<file path="src/dvid_consts.vh">
// constants for the dynamic voltage-code reference control
// assumes a 40 MHz system clock and a phase clock of several hundred kHz
`ifndef DVID_CONSTS_VH
`define DVID_CONSTS_VH
// code modes on the mode input
`define MODE_SIX 2'h0
`define MODE_FIVE 2'h1
`define MODE_ALT_FIVE 2'h2
// reads per switching cycle and reads needed for a valid code
`define SAMPLES_PER_CYCLE 3'h6
`define MATCH_NEEDED 2'h3
// reference count width, units of 12.5 mV
`define REF_W 7
`define REF_RESET 7'h00
// switching cycles between a no-load code and shutdown
`define NOLOAD_CYCLES 2'h2
// width of the phase-period measuring counter
`define PER_W 12
`define PER_RESET 12'h000
`endif

</file>
<file path="src/code_sampler.v">
// six-bit code mode validator: a code counts once it reads alike three times
// assumes sampleTick pulses six times per switching cycle
`timescale 1ns/10ps
`include "dvid_consts.vh"
module code_sampler (
  input wire clock,
  input wire nrst,
  input wire sampleTick,
  input wire [5:0] codeIn,
  output reg [5:0] validCode_q,
  output reg validPulse_q
);
  reg [5:0] lastCode_q;
  reg [1:0] matchCnt_q;
  always @(posedge clock) begin
    if (!nrst) begin
      lastCode_q <= 6'h3f;
      matchCnt_q <= 2'h0;
      validCode_q <= 6'h3f;
      validPulse_q <= 1'b0;
    end else begin
      validPulse_q <= 1'b0;
      if (sampleTick) begin
        lastCode_q <= codeIn;
        if (codeIn != lastCode_q) begin
          matchCnt_q <= 2'h1;
        end else if (matchCnt_q != `MATCH_NEEDED) begin
          matchCnt_q <= matchCnt_q + 2'h1;
          if (matchCnt_q + 2'h1 == `MATCH_NEEDED && codeIn != validCode_q) begin
            validCode_q <= codeIn;
            validPulse_q <= 1'b1;
          end
        end
      end
    end
  end
endmodule // code_sampler

</file>
<file path="src/dynamic_vid_reference_control.v">
// dynamic voltage-code reference control: tracks the code inputs and moves the dac target
// assumes phaseClk is a synchronous level toggling at the switching rate, and codes are stable
// between processor transitions
//
// Functional notes
// - six-bit mode samples code inputs six times per switching cycle, evenly spaced.
// - six-bit mode accepts a new code after three identical consecutive samples.
// - six-bit mode loads the validated code into the reference immediately.
// - five-bit modes accept new codes differing by any number of steps.
// - five-bit modes wait half a phase cycle, then step once per cycle.
// - five-bit code change may take up to one switching cycle to notice.
// - codes 11111x in six-bit mode and x11111 in five-bit modes mean no load and shut down; others start soft-start.
// - after a no-load code wait two cycles, then raise trip level, stop pulses.
`timescale 1ns/10ps
`include "dvid_consts.vh"
module dynamic_vid_reference_control (
  input wire clock,
  input wire nrst,
  input wire phaseClk,
  input wire [1:0] codeMode,
  input wire [5:0] voltageCodeInputs,
  output reg [6:0] refTarget_q,
  output reg shutdownTrip_q,
  output reg pulseEnable_q,
  output reg softStartReq_q
);
  // ==========================================
  // code to reference count conversion
  // six-bit: count of 12.5 mV steps above 0.8375 V, so code 0x14 -> 0
  function [6:0] sixToCount;
    input [5:0] c;
    reg [5:0] m;
    begin
      m = {c[5] ^ 1'b1, c[4:1] ^ 4'hf, c[0] ^ 1'b1};
      // codes above 1.0875 V wrap past the two no-load codes, so skip them
      if (m >= 6'h2b)
        sixToCount = {1'b0, m - 6'h2b};
      else
        sixToCount = {1'b0, m} + 7'h13;
    end
  endfunction
  // five-bit: 25 mV steps; base 1.100 V (code 11110) counted from 0.8375 V
  function [6:0] fiveToCount;
    input [4:0] c;
    reg [4:0] m;
    begin
      m = {c[4] ^ 1'b1, c[3:0] ^ 4'hf};
      fiveToCount = {1'b0, m, 1'b0} + 7'h13;
    end
  endfunction
  function isNoLoad;
    input [1:0] md;
    input [5:0] c;
    begin
      if (md == `MODE_SIX)
        isNoLoad = (c[5:1] == 5'h1f);
      else
        isNoLoad = (c[4:0] == 5'h1f);
    end
  endfunction
  // ==========================================
  // phase period measurement, gives sample and half-cycle ticks
  reg phaseLast_q;
  reg [11:0] perCnt_q;
  reg [11:0] period_q;
  reg [11:0] sinceEdge_q;
  reg [2:0] sampleIdx_q;
  reg [11:0] nextSample_q;
  wire phaseRise = phaseClk & ~phaseLast_q;
  wire [11:0] sixth = period_q / 12'h006;
  wire sampleTick = phaseRise | (sinceEdge_q == nextSample_q && sampleIdx_q != 3'h0
    && sampleIdx_q < `SAMPLES_PER_CYCLE);
  wire halfTick = (sinceEdge_q == {1'b0, period_q[11:1]}) && !phaseRise;
  always @(posedge clock) begin
    if (!nrst) begin
      phaseLast_q <= 1'b0;
      perCnt_q <= `PER_RESET;
      period_q <= `PER_RESET;
      sinceEdge_q <= `PER_RESET;
      sampleIdx_q <= 3'h0;
      nextSample_q <= `PER_RESET;
    end else begin
      phaseLast_q <= phaseClk;
      if (phaseRise) begin
        period_q <= perCnt_q;
        perCnt_q <= 12'h001;
        sinceEdge_q <= 12'h001;
        sampleIdx_q <= 3'h1;
        nextSample_q <= sixth;
      end else begin
        if (perCnt_q != 12'hfff)
          perCnt_q <= perCnt_q + 12'h001;
        if (sinceEdge_q != 12'hfff)
          sinceEdge_q <= sinceEdge_q + 12'h001;
        if (sampleTick) begin
          sampleIdx_q <= sampleIdx_q + 3'h1;
          nextSample_q <= nextSample_q + sixth;
        end
      end
    end
  end
  // ==========================================
  // six-bit validation
  wire [5:0] validCode;
  wire validPulse;
  code_sampler sampler (
    .clock(clock),
    .nrst(nrst),
    .sampleTick(sampleTick),
    .codeIn(voltageCodeInputs),
    .validCode_q(validCode),
    .validPulse_q(validPulse)
  );
  // ==========================================
  // five-bit slewing and shutdown control
  localparam IDLE = 2'h0;
  localparam HALF = 2'h1;
  localparam SLEW = 2'h2;
  reg [1:0] state_q;
  reg [4:0] fiveCode_q;
  reg [6:0] goal_q;
  reg [1:0] offCnt_q;
  reg offPend_q;
  wire fiveMode = (codeMode != `MODE_SIX);
  // five-bit codes are read once per switching cycle, so a change waits up to one cycle
  wire fiveNew = fiveMode && phaseRise && voltageCodeInputs[4:0] != fiveCode_q;
  wire noLoadNow = fiveMode ? isNoLoad(codeMode, {1'b0, fiveCode_q})
    : isNoLoad(codeMode, validCode);
  always @(posedge clock) begin
    if (!nrst) begin
      state_q <= IDLE;
      fiveCode_q <= 5'h1f;
      goal_q <= `REF_RESET;
      refTarget_q <= `REF_RESET;
      offCnt_q <= 2'h0;
      offPend_q <= 1'b0;
      shutdownTrip_q <= 1'b1;
      pulseEnable_q <= 1'b0;
      softStartReq_q <= 1'b0;
    end else begin
      softStartReq_q <= 1'b0;
      if (!fiveMode && validPulse && !isNoLoad(codeMode, validCode))
        refTarget_q <= sixToCount(validCode);
      if (fiveNew) begin
        fiveCode_q <= voltageCodeInputs[4:0];
        // a no-load code must not drag the reference toward its table slot
        if (isNoLoad(codeMode, {1'b0, voltageCodeInputs[4:0]})) begin
          state_q <= IDLE;
        end else begin
          goal_q <= fiveToCount(voltageCodeInputs[4:0]);
          state_q <= HALF;
        end
      end else begin
        case (state_q)
          IDLE: state_q <= IDLE;
          HALF: if (halfTick) state_q <= SLEW;
          SLEW: begin
            if (refTarget_q == goal_q)
              state_q <= IDLE;
            else if (halfTick && refTarget_q < goal_q)
              refTarget_q <= refTarget_q + 7'h01;
            else if (halfTick)
              refTarget_q <= refTarget_q - 7'h01;
          end
          default: state_q <= IDLE;
        endcase
      end
      // no-load handling, delay counted in switching cycles
      if (noLoadNow && pulseEnable_q && !offPend_q) begin
        offPend_q <= 1'b1;
        offCnt_q <= 2'h0;
      end else if (offPend_q && !noLoadNow) begin
        offPend_q <= 1'b0;
      end else if (offPend_q && phaseRise) begin
        if (offCnt_q + 2'h1 == `NOLOAD_CYCLES) begin
          shutdownTrip_q <= 1'b1;
          pulseEnable_q <= 1'b0;
          offPend_q <= 1'b0;
        end
        offCnt_q <= offCnt_q + 2'h1;
      end
      if (!noLoadNow && !pulseEnable_q) begin
        pulseEnable_q <= 1'b1;
        shutdownTrip_q <= 1'b0;
        softStartReq_q <= 1'b1;
      end
    end
  end
endmodule // dynamic_vid_reference_control

</file>
<file path="config.mk">
export PLATFORM = sky130hd
export DESIGN_NAME = dynamic_vid_reference_control
export DESIGN_NICKNAME = d
export VERILOG_FILES = /design/src/code_sampler.v /design/src/dynamic_vid_reference_control.v
export VERILOG_INCLUDE_DIRS = /design/src
export SDC_FILE = /design/constraint.sdc
export NUM_CORES = 1
export LEC_CHECK = 0
export ABC_AREA = 0
export BUFFER_PORTS_ARGS = -buffer_cell sky130_fd_sc_hd__clkbuf_2
export CORE_ASPECT_RATIO = 0.8
export CORE_MARGIN = 8
export CORE_UTILIZATION = 41
export DETAILED_ROUTE_END_ITERATION = 10
export PLACE_DENSITY = 0.66
export SKIP_CTS_REPAIR_TIMING = 1
export SYNTH_ARGS = -nofsm -noshare
export SYNTH_HDL_FRONTEND = slang
export SYNTH_SLANG_ARGS = --single-unit
</file>
<file path="constraint.sdc">
create_clock -name clock -period 14.4 [get_ports clock]
set_clock_uncertainty 0.05 [all_clocks]
set_input_delay 0.72 -clock clock [delete_from_list [all_inputs] [get_ports clock]]
set_output_delay 0.72 -clock clock [all_outputs]
set_load 0.02 [all_outputs]
</file>
### Word-level counts from Yosys, hierarchy flattened

Cells that the tools add are included.

* register bits: 94
* input port bits: 11
* output and inout bits: 10

* add/sub/neg operators: 11
* divide/modulo/power cells: 1
* $lt $le $gt $ge: 3
* equality and inequality tests: 21
* multiplexer cells: 43
* bitwise gates (word level): 14
* reduce and logical (&&, ||, !) cells: 41

Operators by type and width (number)
* $mux 7: 7
* $mux 1: 28
* $add 12x1->12 const B: 2
* $mux 12: 2
* $ne 12x12->1 const B: 2
* $eq 5x5->1 const B: 4
* $add 6x5->7 const B: 2
* $logic_and 1x1->1: 14
* $reduce_bool 2->1: 7
* $add 12x12->12: 1
* $div 12x3->12 const B: 1
* $eq 12x11->1: 1
* $eq 12x12->1: 1
* $ne 6x6->1: 2
* $mux 2: 5
* $not 1->1: 10
* $reduce_and 2->1: 5
* $reduce_bool 3->1: 3
* $not 4->4: 2
* $reduce_and 4->1: 2
* $add 7x1->7 const B: 1
* $eq 7x7->1: 1
* $lt 7x7->1: 1
* $sub 7x1->7 const B: 1
* other kinds (18): 29

### Longest topological paths before layout

* depth after elaboration: 11
* gate-level depth with buffers: 23
* mapped depth without buffers: 20

### By module

From an unflattened synthesis, not the netlist that was laid out.

* cell total of the unflattened synthesis: 750
* area total of the unflattened synthesis: 6002.0 um2

Modules (own cells, without submodules)
* dynamic_vid_reference_control: times used 1, cells an instance 672, area each 5247.5 um2
* code_sampler: times used 1, cells an instance 78, area each 754.5 um2

### Least setup slack after synthesis

No wires, ideal clock.

* path kind: flip-flop to flip-flop
* from: reg period_q[10]
* to: reg nextSample_q[11]
* library setup time: 116 ps
* arrival time: 4596 ps
* required time: 14234 ps
* slack: 9637 ps
* stages on the path, launching flop included: 22
* clock period less this slack: 4763 ps
* cell sequence: dfxtp_1 > buf_4 > and3b_1 > a311oi_2 > o221ai_2 > or4_1 > buf_2 > mux2_4 > o2111a_1 > o21a_1 > buf_6 > and3_4 > or3_1 > ha_1 > a21o_1 > a21oi_1 > o21bai_1 > a21oi_1 > o21bai_1 > a211oi_1 > o21ai_0 > a31o_2

* word-level cells in the longest chain between the ends: 4

Ends and longest elaborated chain
* from (decl): line dynamic_vid_reference_control.v:65 `reg [11:0] period_q;`
* from (signal assigned): line dynamic_vid_reference_control.v:78 `` period_q <= `PER_RESET; ``
* from (signal assigned): line dynamic_vid_reference_control.v:85 `period_q <= perCnt_q;`
* $div 12x3->12 (*): line dynamic_vid_reference_control.v:70 `wire [11:0] sixth = period_q / 12'h006;`
* $add 12x12->12: line dynamic_vid_reference_control.v:97 `nextSample_q <= nextSample_q + sixth;`
* $mux 12: line dynamic_vid_reference_control.v:95 `if (sampleTick) begin`
* $mux 12 (*): line dynamic_vid_reference_control.v:84 `if (phaseRise) begin`
* to (signal assigned): line dynamic_vid_reference_control.v:81 `` nextSample_q <= `PER_RESET; ``
* to (signal assigned): line dynamic_vid_reference_control.v:89 `nextSample_q <= sixth;`
* to (signal assigned): line dynamic_vid_reference_control.v:97
* to (decl): line dynamic_vid_reference_control.v:68 `reg [11:0] nextSample_q;`

Every way passes the cells marked *; elsewhere a longest branch is shown, timed or not. The select of a mux whose other input is x is not followed.
A chain may end at the register's enable or synchronous reset.

### Worst setup path after layout

Same ends and word-level chain as after synthesis.

==> metrics.md <==
| Metric | Value |
|---|---|
| Slew at the pin closest to its max-slew limit | 1041 ps |
| Setup violations, final | 0 |
| Max-cap violations | 0 |
| Met1 wire length | 7.806 mm |
| Syn. warnings | 0 |
| H-tree levels | 3 |
| Crit path DAT | 5620 ps |
| Ys async rst share | 0 |
| Die area | 19470 µm² |
| Clk sinks | 93 |
| Multi-input logic area | 4043 µm² |
| Area grow syn2layout | 6.988% |
| DP Wirelength | 10.33 mm |
| Antenna cells | 0 |
| FP Rows | 40 |
| Global-route wire length before repair | 24.63 mm |
| Vias/cell | about 5.6 |
| Final #Nets | 820 |
| FF+latch area | roughly 1900 µm² |
| Metal3 WL | between 700 and 800 µm |
| Power per cell area | approximately 85 nW/µm² |
| Top-count cell post-synth | dfxtp_1 |
| Status | complete, no violations |
| Final Util | 0.4467 |
| RSZ-0062 raised after global routing | false |
| Syn_nets | 835 |
| Number of flops mapped to enable cells by yosys | 0 |
| Drt total wl | 14.66 mm |
| CTS Buffer Depth | 2 |
| Share of cells above drive strength 1 | 0.06402 |
| I/O Buffers | 20 |
| Seq/Total Area, Yosys | 0.2980 |
| Die Wd | 154.0 µm |
| Tmin final | about 5400 ps |
| Clk slew on worst S/H paths | 70 ps |
| Setup TNS Final | 0 ps |
| LEAKAGE | around 2.7 nW |
| Peak supply drop | ~0.051 mV |
| Final hold violations | 0 |
| CTS tree | yes |
| Max FO, Critical Path | 20 |
| Synth top cells by count | 93 x dfxtp_1, 85 x nand2_1, 69 x nor2_1 |
| Inst Count DP | 956 |
| Wire per inst | 15.11 µm |
| HP Class | reg2reg |
| Synth Flop Type | dfxtp_1 |
| Post-Syn Instances | between 700 and 800 |
| Core area | 14960 µm² |
| CP Capture Type | flop |
| Top Metal Used | met4 |
| Critical Path RT | 14600 ps |
| Post-Synth XOR/XNOR Area | 0.1093 |
| Dominant cell type by area after synthesis | dfxtp_1 |
| Largest family of logic cells by synthesized area | simple AND/OR/NAND/NOR gates |
| I/O pin total | 21 |
| Fin crit share | 0.3766 |
| Slew Limit Headroom | 0.2969 |
| Vias | 5420 |
| Remaining antenna violation count | 0 |
| Pre-antenna DRT Iters | 5 |
| Count of final max-slew check failures | 0 |
| Pin count of the biggest net entering global routing | 46 |
| Proportion of synthesized area in mux cells | 0.04746 |
| Crit Path Category | reg2reg |
| Number of synthesized register bits | 93 |
| Final instance area | 6685 µm² |
| Main area contributors after synthesis | dfxtp_1 30%, xor2_1 6.6%, ha_1 6.0% |
| Synth top area share | 0.2980 |
| Initial Utilization | 0.4176 |
| Adder-Cell Fraction of Synth Area | 0.06328 |
| Crit start category | flop |
| Number of fill cells in the layout | 1465 |
| Syn_area_per_cell | 7.880 µm² |
| DRC | 0 |
| Vias in the first global route | 4768 |
| Distinct cell type count after synthesis | 73 |
| Post-Syn Area | 6248 µm² |
| Initial DRC count | roughly 460 |
| Simple-gate portion of the synthesized area | 0.2253 |
| Cts bufs inserted | 9 |
| Clock root buffer | clkbuf_16 |
| Wire length on met2 | 5.885 mm |
| Die Y | 126.4 µm |
| Antenna violations before repair | 0 |
| Synth Area in Compound Gates | 0.1998 |
| Area after DPL | about 6400 µm² |
| Fmax | 184.4 MHz |
| Fin cells | 970 |
| GRT Total Usage | 0.1532 |
| Gr ovfl total | 0 |
| GPL Wtd Cong | ~0.85 |
| Worst-Skew Late Latency | 350 ps |
[layer usage]
layer,track usage,up-vias
met5,0,-
met4,0.04543,0
met3,0.03563,12
met2,0.2131,120
met1,0.2264,2497
li1,-,2791
[cell usage in the layout, fill, tap and decap left out, types with 4 or more instances in the layout]
master / Yosys / layout
a31oi_1: 10 / 10
and2_1: 5 / 5
clkbuf_2: 0 / 20
o21a_1: 7 / 7
xnor2_1: 31 / 31
o31ai_1: 4 / 4
nand4_1: 17 / 17
a21o_1: 5 / 5
o22ai_1: 5 / 5
and3_1: 12 / 12
o21bai_1: 4 / 4
nor3b_1: 6 / 6
nor2_1: 69 / 69
a21oi_1: 51 / 51
nand3_1: 37 / 37
o21ai_0: 31 / 31
o211ai_1: 15 / 15
nand2_1: 85 / 85
nor4_1: 4 / 4
nor2b_1: 7 / 6
o211a_1: 4 / 4
nor3_1: 15 / 15
buf_4: 1 / 5
nand2b_1: 7 / 7
inv_1: 35 / 35
a211oi_1: 12 / 12
or3_1: 7 / 7
mux2i_1: 27 / 27
ha_1: 30 / 30
xor2_1: 47 / 47
dfxtp_1: 93 / 93
clkbuf_16: 0 / 9
[area by class of cell]
cell class | count | area share
multi-input cells | 612 | 0.6047
flip-flops and latches | 93 | 0.2785
clock buffers | 13 | 0.03893
well taps | 189 | 0.03537
inverters | 37 | 0.02077
repair buffers | 25 | 0.02059
clock inverters | 1 | 0.001123
[worst paths after layout]
path	start	endpoint	slack [ps]	cells past startpoint
max reg2reg	period_q[10]	nextSample_q[11]	8980	18
min	perCnt_q[8]	period_q[8]	430	2
min reg2reg	perCnt_q[8]	period_q[8]	430	2
max	period_q[10]	nextSample_q[11]	8980	18
[state kept, by name, summed over array words and instances, names as in the netlist, 3 cells and up]
signal / count
period_q: 11
fiveCode_q: 5
nextSample_q: 12
sinceEdge_q: 12
perCnt_q: 12
refTarget_q: 7
sampler.validCode_q: 6
goal_q: 7
sampler.lastCode_q: 6
sampleIdx_q: 3
[critical path, cell delays in order, from the launching register on]
cell      delay (ps)
dfxtp_1          690
nand2b_1         230
a311oi_2         330
o221ai_2         130
or4_1            520
mux2_4           310
o2111a_1         260
o21a_1           280
and3_4           220
or3_1            420
ha_1             290
a21o_1           170
a21oi_1          220
o21bai_1          90
a21oi_1          230
o21bai_1         110
a211oi_1         370
o21ai_0          180
a31o_2           220
[stage by stage]
step,hold WS [ps],power [mW],worst slack [ps]
finish,432.6,0.5657,8977
global route,455.3,0.5931,8574
CTS,435.8,0.5748,8997
detailed placement,423.4,0.3497,9022
global placement,413.3,0.3490,9090
floorplan,394.5,0.3313,9637
[where the power goes]
group / switching [mW] / internal, mW
clock: 0.0967 / 0.125
combinational: 0.0422 / 0.0267
sequential: 0.00893 / 0.266
[logic make-up (layout without fill, tap and decap cells)]
logic type / count (synthesis) / count (layout)
AND/OR/NAND/NOR: 288 / 288
AO/OA/AOI/OAI: 186 / 186
flip-flops: 93 / 93
buffers and inverters: 88 / 76
XOR/XNOR: 78 / 78
adder cells (fa/ha/maj): 31 / 31
multiplexers: 29 / 29
(Power assumes the default switching activity.)
